## config.mk

```make
export PLATFORM = sky130hd
export DESIGN_NAME = cipher_processor_flat
export DESIGN_NICKNAME = d
export VERILOG_FILES = /design/src/common/cph_pkg.sv /design/src/common/cph_link.sv /design/src/verilog/cipher_processor.sv /design/src/flat_wrapper.sv
export SDC_FILE = /design/constraint.sdc
export NUM_CORES = 1
export LEC_CHECK = 0
export BUFFER_PORTS_ARGS = -buffer_cell sky130_fd_sc_hd__buf_2
export CORE_MARGIN = 1.5
export CORE_UTILIZATION = 53
export DETAILED_ROUTE_END_ITERATION = 16
export PLACE_DENSITY = 0.69
export REMOVE_ABC_BUFFERS = 1
export SYNTH_ARGS = -nofsm -noshare
export SYNTH_HDL_FRONTEND = slang
export SYNTH_SLANG_ARGS = --single-unit
```

## constraint.sdc

```tcl
create_clock -name clock -period 12.5 [get_ports clock]
set_input_delay 0.625 -clock clock [delete_from_list [all_inputs] [get_ports clock]]
set_output_delay 0.625 -clock clock [all_outputs]
set_load 0.02 [all_outputs]
```

## src/common/cph_pkg.sv

```systemverilog
// Shared constants for the cipher processor link and its host glue
package cph_pkg;
    // Internal register select codes, latched from the bus
    localparam logic [7:0] ADDR_DATA = 8'h00;
    localparam logic [7:0] ADDR_CMD = 8'h02;
    localparam logic [7:0] ADDR_MODE = 8'h06;
    // Operating mode fields
    localparam int MODE_CHAIN_LSB = 0;
    localparam logic [1:0] CHAIN_ECB = 2'h0;
    localparam logic [1:0] CHAIN_CBC = 2'h1;
    localparam logic [1:0] CHAIN_CFB = 2'h2;
    localparam int MODE_ENCRYPT_BIT = 2;
    localparam int MODE_DUAL_BIT = 3;
    localparam int MODE_DIRECT_BIT = 4;
    localparam int MODE_FAST_BIT = 5;
    localparam logic [7:0] MODE_RESET = 8'h00;
    // Commands
    localparam logic [7:0] CMD_START_DEC = 8'h40;
    localparam logic [7:0] CMD_START_ENC = 8'h41;
    localparam logic [7:0] CMD_STOP = 8'he0;
    localparam logic [7:0] CMD_LOAD_KEY = 8'h11;
    // Status fields of the processor
    localparam int STAT_IN_BIT = 0;
    localparam int STAT_OUT_BIT = 1;
    localparam int STAT_REFUSED_BIT = 5;
    localparam int STAT_PENDING_BIT = 6;
    localparam int STAT_SESSION_BIT = 7;
    // Block sizes in bytes
    localparam logic [3:0] BLOCK_BYTES = 4'h8;
    localparam logic [3:0] CFB_BYTES = 4'h1;
    // Timing in processor clocks
    localparam logic [4:0] ALG_CLOCKS = 5'd23;
    localparam logic [4:0] ALG_FAST_CLOCKS = 5'd18;
    localparam logic [2:0] RECOVERY_CLOCKS = 3'd5;
    localparam logic [4:0] INIT_CLOCKS = 5'd31;
    // Divider half periods in controller clocks
    localparam logic [2:0] DIV6_HALF = 3'd3;
    localparam logic [2:0] DIV4_HALF = 3'd2;
    // Host access phase lengths in controller clocks
    localparam logic [1:0] LATCH_CYCLES = 2'd2;
    localparam logic [1:0] STROBE_CYCLES = 2'd2;
    // Circulating bytes for feedback operation
    localparam logic [4:0] PRELOAD_OUT = 5'd8;
    localparam logic [4:0] PRELOAD_IN = 5'd1;
    localparam logic [4:0] PRELOAD_BYTES = PRELOAD_OUT + PRELOAD_IN;
    localparam logic [4:0] MAX_CIRC_BYTES = 5'd19;
    // Host register map
    localparam logic [3:0] HREG_CTRL = 4'h0;
    localparam logic [3:0] HREG_ADDR = 4'h1;
    localparam logic [3:0] HREG_WDATA = 4'h2;
    localparam logic [3:0] HREG_RDATA = 4'h3;
    localparam logic [3:0] HREG_STATUS = 4'h4;
    localparam logic [3:0] HREG_IRQ = 4'h5;
    localparam logic [3:0] HREG_MASK = 4'h6;
    localparam int CTRL_GO_BIT = 0;
    localparam int CTRL_READ_BIT = 1;
    localparam int CTRL_SLAVE_BIT = 2;
    localparam int CTRL_SKIP_BIT = 3;
    localparam int CTRL_FAST_BIT = 4;
    localparam int IRQ_DONE_BIT = 0;
    localparam int IRQ_IN_BIT = 1;
    localparam int IRQ_OUT_BIT = 2;
    localparam int IRQ_OVER_BIT = 3;
endpackage

```

## src/common/cph_link.sv

```systemverilog
// Multiplexed master/slave port link between host glue and processor
`timescale 1ns/1ns
interface cph_link;
    logic procClk;
    logic [7:0] hostBus;
    logic hostBusEn;
    logic [7:0] devBus;
    logic devBusEn;
    logic addrLatchEn;
    logic readStrobe;
    logic writeStrobe;
    logic dataStrobe;
    logic dirSelect;
    logic masterSel_n;
    logic slavePortSel_n;
    logic inFlag_n;
    logic outFlag_n;
    wire [7:0] busLevel = hostBusEn ? hostBus : (devBusEn ? devBus : 8'hff);

    modport host (
        output procClk, hostBus, hostBusEn, addrLatchEn, readStrobe, writeStrobe,
        output dataStrobe, dirSelect, masterSel_n, slavePortSel_n,
        input devBus, devBusEn, inFlag_n, outFlag_n, busLevel
    );
    modport device (
        input procClk, hostBus, hostBusEn, addrLatchEn, readStrobe, writeStrobe,
        input dataStrobe, dirSelect, masterSel_n, slavePortSel_n, busLevel,
        output devBus, devBusEn, inFlag_n, outFlag_n
    );
endinterface

```

## src/verilog/cipher_processor.sv

```systemverilog
// Cipher processor end: register decode, flags and block pipeline
`timescale 1ns/1ns
module cipher_processor (
    input wire logic clock,
    input wire logic rst,
    cph_link.device link,
    output logic [7:0] modeView,
    output logic sessionActive
);
    import cph_pkg::*;
    logic [7:0] regAddr, mode, rdReg;
    logic clkPrev, strobePrev;
    logic session, keyLoading, refused;
    logic [63:0] key, inShift, outShift, algData;
    logic [3:0] inCount, outCount, keyCount;
    logic [4:0] algCount;
    logic algBusy;
    logic [2:0] inRecov, outRecov;

    // Processor clock rising edges and strobe rising edges, inputs are synchronous
    wire procTick = link.procClk & ~clkPrev;
    wire strobeRise = link.dataStrobe & ~strobePrev;

    wire masterSel = ~link.masterSel_n;
    wire slaveSel = ~link.slavePortSel_n;
    wire dualPort = mode[MODE_DUAL_BIT];
    wire direct = mode[MODE_DIRECT_BIT];
    wire isRead = link.dirSelect;
    wire feedback = (mode[MODE_CHAIN_LSB +: 2] == CHAIN_CFB);
    wire [3:0] blockLen = feedback ? CFB_BYTES : BLOCK_BYTES;
    wire [4:0] algLen = mode[MODE_FAST_BIT] ? ALG_FAST_CLOCKS : ALG_CLOCKS;

    // In dual port mode the master port only writes, the slave port only reads
    wire portOk = dualPort ? (isRead ? (slaveSel & ~masterSel) : (masterSel & ~slaveSel))
                           : masterSel;
    wire acc = strobeRise & portOk;

    wire selData = (regAddr == ADDR_DATA);
    wire selCmd = (regAddr == ADDR_CMD);
    wire selMode = (regAddr == ADDR_MODE);

    wire wrData = acc & ~isRead & selData;
    wire rdData = acc & isRead & selData;
    wire wrCmd = acc & ~isRead & selCmd;
    wire rdStat = acc & isRead & selCmd;
    wire wrMode = acc & ~isRead & selMode;
    wire rdMode = acc & isRead & selMode;

    wire startCmd = wrCmd & ((link.hostBus == CMD_START_ENC) | (link.hostBus == CMD_START_DEC));
    wire stopCmd = wrCmd & (link.hostBus == CMD_STOP);
    wire keyCmd = wrCmd & (link.hostBus == CMD_LOAD_KEY);
    wire keyRefused = keyCmd & direct;
    wire keyWrite = wrData & keyLoading;
    wire dataWrite = wrData & ~keyLoading & session;

    wire inReady = session & ~keyLoading & (inCount < blockLen) & (inRecov == 3'd0);
    wire outReady = session & (outCount != 4'd0) & (outRecov == 3'd0);
    wire algStart = session & ~algBusy & (inCount == blockLen) & (inRecov == 3'd0);
    wire algEnd = algBusy & (algCount == 5'd0) & (outCount == 4'd0) & (outRecov == 3'd0);
    wire dataRead = rdData & outReady;

    wire [63:0] blockIn = feedback ? {56'h0, inShift[7:0]} : inShift;
    wire [63:0] blockOut = feedback ? {algData[7:0], 56'h0} : algData;
    wire [7:0] status = {session, keyLoading, refused, 3'h0, outReady, inReady};

    always_ff @(posedge clock or posedge rst) begin
        if (rst) begin
            clkPrev <= 1'b0;
            strobePrev <= 1'b0;
            regAddr <= ADDR_DATA;
            mode <= MODE_RESET;
        end else begin
            clkPrev <= link.procClk;
            strobePrev <= link.dataStrobe;
            if (link.addrLatchEn) regAddr <= link.hostBus;
            if (wrMode && !session) mode <= link.hostBus;
        end
    end

    // Command handling and key loading
    always_ff @(posedge clock or posedge rst) begin
        if (rst) begin
            session <= 1'b0;
            keyLoading <= 1'b0;
            refused <= 1'b0;
            keyCount <= 4'd0;
            key <= 64'h0;
        end else begin
            if (startCmd) session <= 1'b1;
            else if (stopCmd) session <= 1'b0;
            if (stopCmd) refused <= 1'b0;
            else if (keyRefused) refused <= 1'b1;
            if (keyCmd && !direct && !session) begin
                keyLoading <= 1'b1;
                keyCount <= 4'd0;
            end else if (stopCmd) begin
                keyLoading <= 1'b0;
            end else if (keyWrite) begin
                key <= {key[55:0], link.hostBus};
                keyCount <= keyCount + 4'd1;
                if (keyCount == BLOCK_BYTES - 4'd1) keyLoading <= 1'b0;
            end
        end
    end

    // Input buffer, algorithm unit and output buffer
    always_ff @(posedge clock or posedge rst) begin
        if (rst) begin
            inShift <= 64'h0;
            inCount <= 4'd0;
            inRecov <= 3'd0;
            algBusy <= 1'b0;
            algCount <= 5'd0;
            algData <= 64'h0;
            outShift <= 64'h0;
            outCount <= 4'd0;
            outRecov <= 3'd0;
        end else if (stopCmd) begin
            inCount <= 4'd0;
            inRecov <= 3'd0;
            algBusy <= 1'b0;
            algCount <= 5'd0;
            outCount <= 4'd0;
            outRecov <= 3'd0;
        end else begin
            if (dataWrite && inReady) begin
                inShift <= {inShift[55:0], link.hostBus};
                inCount <= inCount + 4'd1;
            end
            if (algStart) begin
                algData <= blockIn ^ key;
                algBusy <= 1'b1;
                algCount <= algLen;
                inCount <= 4'd0;
                inRecov <= RECOVERY_CLOCKS;
            end else if (procTick && inRecov != 3'd0) begin
                inRecov <= inRecov - 3'd1;
            end
            if (algBusy && procTick && algCount != 5'd0) algCount <= algCount - 5'd1;
            if (algEnd) begin
                algBusy <= 1'b0;
                outShift <= blockOut;
                outCount <= blockLen;
                outRecov <= RECOVERY_CLOCKS;
            end else begin
                if (procTick && outRecov != 3'd0) outRecov <= outRecov - 3'd1;
                if (dataRead) begin
                    outShift <= {outShift[55:0], 8'h00};
                    outCount <= outCount - 4'd1;
                end
            end
        end
    end

    // Read data for the bus, held from the cycle after the strobe edge
    always_ff @(posedge clock or posedge rst) begin
        if (rst) begin
            rdReg <= 8'h00;
        end else begin
            if (rdData) rdReg <= outReady ? outShift[63:56] : 8'h00;
            else if (rdStat) rdReg <= status;
            else if (rdMode) rdReg <= mode;
        end
    end

    assign link.devBus = rdReg;
    assign link.devBusEn = link.dataStrobe & isRead & portOk;
    assign link.inFlag_n = ~inReady;
    assign link.outFlag_n = ~outReady;
    assign modeView = mode;
    assign sessionActive = session;
endmodule // cipher_processor

```

## src/flat_wrapper.sv

```systemverilog
// flat-port wrapper written by rule: the top's interface ports become plain ports
module cipher_processor_flat import cph_pkg::*;
  (clock, rst, modeView, sessionActive, link_procClk, link_hostBus, link_hostBusEn, link_addrLatchEn, link_readStrobe, link_writeStrobe, link_dataStrobe, link_dirSelect, link_masterSel_n, link_slavePortSel_n, link_devBus, link_devBusEn, link_inFlag_n, link_outFlag_n);
  cph_link link_i ();
  input wire logic clock;
  input wire logic rst;
  output logic [7:0] modeView;
  output logic sessionActive;
  input wire logic [$bits(link_i.procClk)-1:0] link_procClk;
  input wire logic [$bits(link_i.hostBus)-1:0] link_hostBus;
  input wire logic [$bits(link_i.hostBusEn)-1:0] link_hostBusEn;
  input wire logic [$bits(link_i.addrLatchEn)-1:0] link_addrLatchEn;
  input wire logic [$bits(link_i.readStrobe)-1:0] link_readStrobe;
  input wire logic [$bits(link_i.writeStrobe)-1:0] link_writeStrobe;
  input wire logic [$bits(link_i.dataStrobe)-1:0] link_dataStrobe;
  input wire logic [$bits(link_i.dirSelect)-1:0] link_dirSelect;
  input wire logic [$bits(link_i.masterSel_n)-1:0] link_masterSel_n;
  input wire logic [$bits(link_i.slavePortSel_n)-1:0] link_slavePortSel_n;
  output wire logic [$bits(link_i.devBus)-1:0] link_devBus;
  output wire logic [$bits(link_i.devBusEn)-1:0] link_devBusEn;
  output wire logic [$bits(link_i.inFlag_n)-1:0] link_inFlag_n;
  output wire logic [$bits(link_i.outFlag_n)-1:0] link_outFlag_n;
  assign link_i.procClk = link_procClk;
  assign link_i.hostBus = link_hostBus;
  assign link_i.hostBusEn = link_hostBusEn;
  assign link_i.addrLatchEn = link_addrLatchEn;
  assign link_i.readStrobe = link_readStrobe;
  assign link_i.writeStrobe = link_writeStrobe;
  assign link_i.dataStrobe = link_dataStrobe;
  assign link_i.dirSelect = link_dirSelect;
  assign link_i.masterSel_n = link_masterSel_n;
  assign link_i.slavePortSel_n = link_slavePortSel_n;
  assign link_devBus = link_i.devBus;
  assign link_devBusEn = link_i.devBusEn;
  assign link_inFlag_n = link_i.inFlag_n;
  assign link_outFlag_n = link_i.outFlag_n;
  cipher_processor u_core (.clock(clock), .rst(rst), .link(link_i), .modeView(modeView), .sessionActive(sessionActive));
endmodule
```

==> impl_metrics.json, run 1 <==
{
  "status": "finished, final reports clean",
  "synth_xor_xnor_area_share": 0.04441,
  "synth_seq_cells": 309,
  "irDropWorstVdd_mv": 0.08642,
  "p_clk_frac": 0.454,
  "muxShareOfSynthArea": 0.02148,
  "dp.cells": 1775,
  "min_period_ns": 4.335,
  "cp.arrival_ns": 4.78,
  "final_cell_area_um2": 15160,
  "synth_top_area_share": 0.5601,
  "worst_ep_required_time_ns": 12.95,
  "dpl-instance-area_um2": 14170,
  "n_antenna_cell": 0,
  "avgSynthCellArea_um2": 9.290,
  "power_frac_seq": 0.508,
  "die_area_um2": 27020,
  "rsz0062_at_grt": "no",
  "crit_start": "u_core.modeView[0]$_DFFE_PP0P_",
  "drt_iter0_drc": 937,
  "fin_skew_ns": 0.01246,
  "postRouteAntennaNets": 0,
  "synthSimpleGateAreaFrac": 0.2112,
  "grt.overflow.total": 0,
  "min_path_type": "in -> reg",
  "synth_area_um2": 13800,
  "power_mw": 2.020,
  "p_leak_nw": 7.501,
  "numCtsBuffers": 31,
  "htree_levels": 1,
  "drt-pass1-iter-count": 5,
  "yosysWarnings": 0,
  "multi_input_area_um2": 5644,
  "setup_viol": 0,
  "path_class": "reg -> reg",
  "yosysUniqueCellTypes": 63,
  "drcViolationCount": 0,
  "dp_hpwl_um": 17900,
  "clock_sinks": 309,
  "synth_fa_ha_area_frac": 0.01088,
  "max_freq_mhz": 230.7,
  "die_w_um": 164.4,
  "worstPathMaxFanout": 53,
  "grt_max_degree": 172,
  "stdcell_count": 1830,
  "synth_compound_area_frac": 0.1169,
  "synthFlopType": "dfrtp_1",
  "ys_top_cells_by_count": "548 x nand2_1, 309 x dfrtp_1, 110 x nor2_1",
  "port_buffers": 35,
  "syn_inst": 1486,
  "p_per_area_nw_per_um2": 133.3,
  "tritoncts": "done",
  "worstMarginPinSlew_ns": 1.165,
  "io-pin-count": 39,
  "synth_top_family_by_area": "simple AND/OR/NAND/NOR gates",
  "synth_most_common_cell": "nand2_1",
  "syn_to_final_growth_pct": 9.834,
  "start_util": 0.5435,
  "wl_per_cell_um": 16.67,
  "p_sw_mw": 0.4459,
  "worstHoldStart": "link_procClk",
  "drt-vias-per-instance": 5.548,
  "grt_usage": 0.2371,
  "synthTopCellsByArea": "dfrtp_1 56%, nand2_1 15%, xor2_1 3.7%",
  "maxSlewHeadroom": 0.2181,
  "wl_um": 30510,
  "clkTransAtPathRegs_ns": 0.06,
  "ctsResizeCount": 0,
  "antenna_found_initial": 0,
  "clk_latency_ns": 0.56,
  "hold_viol": 0,
  "fp-row-count": 58,
  "grt_pass1_vias": 9712,
  "synth_edf_count": 0,
  "drive_above_1_share": 0.1007,
  "fillCellCount": 2223,
  "holdBufCountCts": 0,
  "whs_ns": 0.1936,
  "register_area_um2": 7732,
  "finalMaxSlewViolations": 0,
  "end_kind": "flip-flop",
  "period_share": 0.3468,
  "fin_nets": 1509,
  "cts_setup_buffers": 0,
  "clockBufferDepth": 3,
  "cap_viol_max_count": 0,
  "yosysSeqAreaShare": 0.5601,
  "fin_tns_setup_ns": 0,
  "yosysTopAreaCell": "dfrtp_1",
  "die_y_um": 164.4,
  "intPower_mw": 1.574,
  "via_count": 10150,
  "place_congestion": 0.8650,
  "cts-root-buf": "clkbuf_16",
  "postSynth.asyncResetShare": 1.000,
  "p_comb_frac": 0.038,
  "core_area_um2": 25400,
  "swShare": 0.2207,
  "worstReg2RegStart": "u_core.modeView[0]$_DFFE_PP0P_",
  "start_kind": "flip-flop",
  "grt_first_pass_wirelength_um": 51050
}
cells by family (layout without fill, tap and decap cells):
group,Yosys count,count (layout)
AOI/OAI and AO/OA,235,235
xor gates and xnor gates,70,70
adders and majority gates,12,12
buffers and inverters,110,124
DFF,309,309
muxes,27,27
and+or+nand+nor,723,723
per-stage QoR:
step / setup WS, ns / util
global route: 7.917 / 0.5969
CTS: 8.191 / 0.5969
finish: 8.165 / 0.5969
floorplan: 3.085 / -
detailed placement: 8.209 / 0.5578
global placement: 8.256 / 0.5578
sequential cells by signal (all words and copies together), names as in the netlist, 3 cells and up:
name	count
u_core.algData	64
u_core.key	64
u_core.outCount	4
u_core.regAddr	8
u_core.inCount	4
u_core.keyCount	4
u_core.outRecov	3
u_core.inRecov	3
u_core.algCount	5
u_core.modeView	8
u_core.link.devBus	8
u_core.inShift	64
u_core.outShift	64
final cells by class:
| type | count | share of cell area |
|---|---|---|
| clock buffers | 42 | 0.05587 |
| flip-flops and latches | 309 | 0.5100 |
| clock inverters | 13 | 0.009655 |
| multi-input cells | 1067 | 0.3723 |
| repair buffers | 50 | 0.01981 |
| inverters | 19 | 0.005199 |
| well taps | 330 | 0.02723 |
layout by cell type, fill, tap and decap left out, drive strengths merged, types with 5 or more instances in the layout:
cell and instances:
nor4 5, a2bb2oi 56, nor3 13, nand2b 5, dfrtp 309, ha 12, clkinv 8, o22ai 10
nor2 111, a211oi 6, xor2 58, xnor2 12, inv 20, mux2 21, o21ai 54, nand2 548
nand3 10, clkbuf 42, buf 50, a21oi 77, a22o 11, mux2i 6
metal layers:
metal | global-route usage | share of wire
met5 | 0 | 0
met2 | 0.3680 | 0.45
met1 | 0.3442 | 0.47
met3 | 0.04319 | 0.056
met4 | 0.06593 | 0.029
worst paths after layout:
check | endpoint | slack, ns | depth (start not counted)
min in group asynchronous | u_core.key[19]$_DFFE_PP0P_ | 0.27 | 2
max in group asynchronous | u_core.key[29]$_DFFE_PP0P_ | 10.79 | 3
worst min register to register | u_core.inShift[61]$_DFFE_PP0P_ | 0.47 | 2
worst min-delay path | u_core.clkPrev$_DFF_PP0_ | 0.19 | 1
worst max-delay path | u_core.inShift[6]$_DFFE_PP0P_ | 8.16 | 9
worst max register to register | u_core.inShift[6]$_DFFE_PP0P_ | 8.16 | 9
power by group through the flow:
stage	clock [mW]	combinational (mW)	sequential, mW
after floorplan	0	0.0553	1.04
after global placement	0	0.0754	1.04
after detailed placement	0	0.0782	1.04
after CTS	0.933	0.0789	1.03
after global routing	0.970	0.0883	1.03
final	0.918	0.0767	1.03
critical path: stages (launching register included):
cell	delay (ns)
dfrtp_1	0.41
nand2b_4	0.43
inv_1	0.69
ha_1	0.25
or3b_1	0.39
a2111oi_4	0.52
nand4_1	0.65
buf_4	0.60
nand2_1	0.17
nand2_1	0.07
Power figures use the tool's default switching activity.
==> inputs of run 2 (changes only) <==
- clock period: 12.5 -> 4.3 ns (I/O delays scaled with it)
==> run 2 against run 1 <==
Effect of this change: clock skew grew 0.013 ns; via count up 0.98%; wire length up 4.6%; worst setup slack lost 7.0 ns; sequential power grew to 2.9 times the previous value; largest cell class unchanged; largest power group is now clock.
==> impl_metrics.json, run 2 (synthesized netlist as in run 1, its figures left out) <==
{
  "drt-vias-per-instance": 5.527,
  "min_period_ns": 3.118,
  "drive_above_1_share": 0.1121,
  "place_congestion": 0.8667,
  "worstMarginPinSlew_ns": 1.108,
  "power_mw": 6.273,
  "core_area_um2": 25400,
  "status": "finished, final reports clean",
  "wl_per_cell_um": 17.19,
  "ctsResizeCount": 0,
  "fin_tns_setup_ns": 0,
  "dp_hpwl_um": 18740,
  "drt_iter0_drc": 766,
  "fin_nets": 1530,
  "drcViolationCount": 0,
  "drt-pass1-iter-count": 5,
  "grt_max_degree": 119,
  "min_path_type": "in -> reg",
  "p_per_area_nw_per_um2": 404.1,
  "path_class": "reg -> reg",
  "holdBufCountCts": 7,
  "crit_slowest_cell": "or4_2",
  "hold_end": "u_core.inShift[5]$_DFFE_PP0P_",
  "dpl_worst_slack_ns": 1.165,
  "fillCellCount": 2252,
  "cp.arrival_ns": 3.54,
  "fp-row-count": 58,
  "clock_sinks": 309,
  "rsz0062_at_grt": "no",
  "slowest_delay_ns": 0.98,
  "htree_levels": 2,
  "grt_pass1_vias": 10070,
  "antenna_found_initial": 0,
  "clkTransAtPathRegs_ns": 0.06,
  "cap_viol_max_count": 0,
  "die_area_um2": 27020,
  "period_share": 0.7252,
  "io-pin-count": 39,
  "worst_ep_required_time_ns": 4.73,
  "n_antenna_cell": 0,
  "hold-path-cell-count": 3,
  "tritoncts": "done",
  "setup_viol": 0,
  "start_kind": "flip-flop",
  "numCtsBuffers": 35,
  "reg2reg_slack_ns": 1.18,
  "die_w_um": 164.4,
  "whs_ns": 0.01084,
  "wl_um": 31900,
  "die_y_um": 164.4,
  "worstPathMaxFanout": 56,
  "maxSlewHeadroom": 0.2562,
  "end_kind": "flip-flop",
  "grt_first_pass_wirelength_um": 53030,
  "hold_viol": 0,
  "cts-root-buf": "clkbuf_16",
  "worstHoldStart": "link_hostBus[5]",
  "via_count": 10250,
  "finalMaxSlewViolations": 0,
  "cts_setup_buffers": 0,
  "grt_usage": 0.2484,
  "final_cell_mix": "548 x nand2_1, 309 x dfrtp_1, 110 x nor2_1",
  "max_freq_mhz": 320.7,
  "p_leak_nw": 7.674,
  "syn_to_final_growth_pct": 12.45,
  "clk_latency_ns": 0.52,
  "r2r.worst_path.cells": 8,
  "postRouteAntennaNets": 0,
  "layout_commonest_cell": "nand2_1",
  "clockBufferDepth": 3,
  "cp_cell_sequence": "inv_1 > ha_1 > nor2b_1 > nand3b_1 > or4_2 > a21oi_4 > buf_12 > a2bb2oi_1",
  "setup_ws_ns": 1.182,
  "reg2reg_to": "u_core.outShift[23]$_DFFE_PP0P_",
  "start_util": 0.5435,
  "fin_skew_ns": 0.02527,
  "grt.overflow.total": 0,
  "irDropWorstVdd_mv": 0.3817,
  "worstReg2RegStart": "u_core.outRecov[1]$_DFFE_PP0P_",
  "port_buffers": 35
}
-- run 2: cell count changes in the layout (fill, tap and decap cells not counted), sizes merged --
cell and change:
clkinvlp +1, clkinv -2, dlygate4sd3 +7, clkbuf +8, inv +1, buf +10
-- run 2: per-stage QoR --
step           std cells  utilization  area [um2]
2_1_floorplan       1395            -       13390
3_3_place_gp        1785       0.5613       14260
3_5_place_dp        1785       0.5613       14260
4_1_cts             1855       0.6112       15520
5_1_grt             1855       0.6112       15520
6_report            1855       0.6112       15520
-- run 2: power breakdown --
group	switching [mW]	leakage (nW)	total (mW)	internal [mW]
Sequential	0.0311	3.92	2.98	2.95
Combinational	0.154	3.17	0.235	0.0810
Clock	1.19	0.586	3.06	1.86
Total	1.38	7.67	6.27	4.90
-- run 2: critical path: cells and delay by family (launching register included) --
kind	cells	cell delay (ns)
AND/OR/NAND/NOR	3	1.60
buffers and inverters	2	0.41
AO/OA/AOI/OAI	2	0.48
flip-flops	1	0.39
adder cells (fa/ha/maj)	1	0.15
-- run 2: per-layer routing --
layer | track usage | up-vias | part of all wire
met5 | 0 | - | 0
met4 | 0.07084 | 0 | 0.024
met3 | 0.03616 | 55 | 0.046
met2 | 0.3899 | 232 | 0.46
met1 | 0.3619 | 5058 | 0.47
li1 | - | 4908 | -
-- run 2: how the worst max path moves through the flow --
stage / startpoint / end / slack (ns) / cells past startpoint
after global placement: u_core.outRecov[0]$_DFFE_PP0P_ / u_core.outShift[46]$_DFFE_PP0P_ / 1.30 / 8
final: u_core.outRecov[1]$_DFFE_PP0P_ / u_core.outShift[23]$_DFFE_PP0P_ / 1.18 / 8
after floorplan: u_core.modeView[0]$_DFFE_PP0P_ / u_core.algData[0]$_DFFE_PP0P_ / -5.11 / 7
after detailed placement: u_core.outRecov[0]$_DFFE_PP0P_ / u_core.outShift[38]$_DFFE_PP0P_ / 1.17 / 8
after CTS: u_core.outRecov[0]$_DFFE_PP0P_ / u_core.outShift[23]$_DFFE_PP0P_ / 1.17 / 8
after global routing: u_core.outRecov[0]$_DFFE_PP0P_ / u_core.outShift[46]$_DFFE_PP0P_ / 1.0 / 8
-- run 2: cell type report --
type | instances | area [um2] | share of cell area
clock buffer | 50 | 1033 | 0.06658
clock inverter | 13 | 163.9 | 0.01056
inverter | 19 | 78.83 | 0.005078
multi-input combinational | 1067 | 5644 | 0.3636
sequential | 309 | 7732 | 0.4981
tap | 330 | 412.9 | 0.02660
timing repair buffer | 67 | 457.9 | 0.02950
==> inputs of run 3 (changes only) <==
- PLACE_DENSITY: 0.69 -> 0.72
- clock period: 4.3 -> 2.6 ns (I/O delays scaled with it)
==> run 3 against run 2 <==
Effect of this change: critical path depth rose by 4; total power grew 62%; final cell count up 2.6%; non-clock buffer count grew 51; global-route usage increased by 0.22 points; sequential share of layout area down 1.5 points; worst setup slack got worse by 1.1 ns; core utilization grew 1.9 points; sequential power rose by 65%; worst hold slack improved by 0.22 ns; critical path type unchanged.
==> impl_metrics.json, run 3 (synthesized netlist as in run 1, its figures left out) <==
{
  "worst_ep_required_time_ns": 2.99,
  "n_antenna_cell": 0,
  "finalMaxSlewViolations": 0,
  "grt_usage": 0.2506,
  "wl_um": 32690,
  "worstPathMaxFanout": 10,
  "min_period_ns": 2.485,
  "intPower_mw": 7.926,
  "p_clk_frac": 0.473,
  "die_area_um2": 27020,
  "core_area_um2": 25400,
  "worstMarginPinSlew_ns": 0.8763,
  "p_per_area_nw_per_um2": 633.6,
  "antenna_found_initial": 0,
  "syn_to_final_growth_pct": 16.00,
  "via_count": 10520,
  "die_y_um": 164.4,
  "dp_hpwl_um": 20490,
  "grt_pass1_vias": 10160,
  "power_mw": 10.15,
  "hold_viol": 0,
  "die_w_um": 164.4,
  "path_class": "reg -> reg",
  "power_frac_seq": 0.486,
  "max_freq_mhz": 402.3,
  "cap_viol_max_count": 0,
  "drt-vias-per-instance": 5.527,
  "port_buffers": 35,
  "irDropWorstVdd_mv": 0.8307,
  "end_kind": "flip-flop",
  "grt_max_degree": 80,
  "tritoncts": "done",
  "rsz0062_at_grt": "no",
  "drcViolationCount": 0,
  "fin_util": 0.6304,
  "grt_first_pass_wirelength_um": 53160,
  "layout_commonest_cell": "nand2_1",
  "maxSlewHeadroom": 0.4158,
  "io-pin-count": 39,
  "numCtsBuffers": 34,
  "p_comb_frac": 0.041,
  "clockBufferDepth": 3,
  "fp-row-count": 58,
  "drt_iter0_drc": 848,
  "fin_nets": 1580,
  "cts-root-buf": "clkbuf_16",
  "period_share": 0.9560,
  "p_sw_mw": 2.219,
  "swShare": 0.2188,
  "setup_viol": 0,
  "grt.overflow.total": 0,
  "p_leak_nw": 7.928,
  "min_path_type": "in -> async",
  "htree_levels": 2,
  "place_congestion": 0.9001,
  "clock_sinks": 309,
  "wl_per_cell_um": 17.18,
  "postRouteAntennaNets": 0,
  "start_kind": "flip-flop",
  "cp.arrival_ns": 2.88,
  "clk_latency_ns": 0.51,
  "final_cell_mix": "548 x nand2_1, 309 x dfrtp_1, 110 x nor2_1",
  "start_util": 0.5435,
  "status": "finished, final reports clean",
  "clkTransAtPathRegs_ns": 0.06,
  "fin_skew_ns": 0.01461,
  "drt-pass1-iter-count": 5,
  "drive_above_1_share": 0.1354
}
-- run 3: changes by cell type in the layout (fill, tap and decap cells not counted), moves of 2 or more --
cell / delta
buf_4: +28
buf_12: +11
buf_6: +6
dlygate4sd3_1: +5
clkbuf_8: -4
o21ai_0: -3
o21ai_1: +3
clkbuf_1: +2
clkinv_2: +2
-- run 3: critical path, stage by stage, from the launching register on --
cell       delay [ns]
dfrtp_1          0.38
nand2b_4         0.16
inv_4            0.07
ha_1             0.13
or3b_4           0.38
a2111oi_4        0.39
buf_4            0.16
buf_4            0.10
nand4_1          0.09
buf_4            0.18
buf_4            0.17
nand3_1          0.09
a21oi_1          0.07
-- run 3: layout make-up --
cell class / count / area [um2]
flip-flops and latches: 309 / 7732
inverters: 19 / 81.33
clock buffers: 47 / 960.9
multi-input cells: 1067 / 5644
repair buffers: 118 / 1031
clock inverters: 13 / 150.1
well taps: 330 / 412.9
fillers: 2096 / 9387
-- run 3: through the flow --
step	cell area, um2	hold WS [ns]	instances	worst slack, ns	setup TNS [ns]
after global placement	14650	0.2464	1822	-0.006933	-0.08648
after floorplan	13390	0.1614	1395	-6.815	-2780.38
after global routing	16010	0.2817	1903	0.01025	0
final	16010	0.2305	1903	0.1145	0
after detailed placement	14650	0.2516	1822	-0.1236	-5.987
after CTS	15920	0.2376	1898	0.004805	0
-- run 3: power groups by stage --
| stage | clock [mW] | sequential (mW) | combinational, mW |
|---|---|---|---|
| final | 4.80 | 4.93 | 0.414 |
| after floorplan | 0 | 5.01 | 0.266 |
| after global placement | 0 | 5.02 | 0.390 |
| after global routing | 5.07 | 4.94 | 0.474 |
| after CTS | 4.87 | 4.93 | 0.422 |
| after detailed placement | 0 | 5.02 | 0.404 |
-- run 3: per-layer routing --
metal  part of all wire  vias to the layer above  global-route usage
met4              0.026                        0             0.08313
li1                   -                     5007                   -
met1               0.45                     5163              0.3495
met5                  0                        -                   0
met2               0.47                      283              0.3989
met3              0.059                       65             0.04470
-- run 3: path summary, 6_finish.rpt --
check                                                     from                        endpoint  slack, ns  cells past startpoint
worst max-delay path            u_core.modeView[0]$_DFFE_PP0P_   u_core.inCount[1]$_DFFE_PP0P_       0.11                     12
worst min-delay path                                       rst  u_core.inShift[33]$_DFFE_PP0P_       0.23                      3
worst max register to register  u_core.modeView[0]$_DFFE_PP0P_   u_core.inCount[1]$_DFFE_PP0P_       0.11                     12
worst min register to register  u_core.inShift[62]$_DFFE_PP0P_  u_core.inShift[62]$_DFFE_PP0P_       0.47                      2
max in group asynchronous                                  rst  u_core.inShift[14]$_DFFE_PP0P_       1.51                      4
min in group clock                              link_dirSelect   u_core.keyLoading$_DFFE_PP0P_       0.27                      5
-- run 3: what timing repair did --
| item | in CTS | in global routing |
|---|---|---|
| setup endpoints to repair | 69 | 110 |
| pin swaps | 3 | 3 |
| setup buffers | 4 | 4 |
| hold buffers | 12 | 0 |
| gates cloned | 0 | 1 |
| endpoints found under the hold margin | 101 | 0 |
| resized for setup | 1 | 12 |
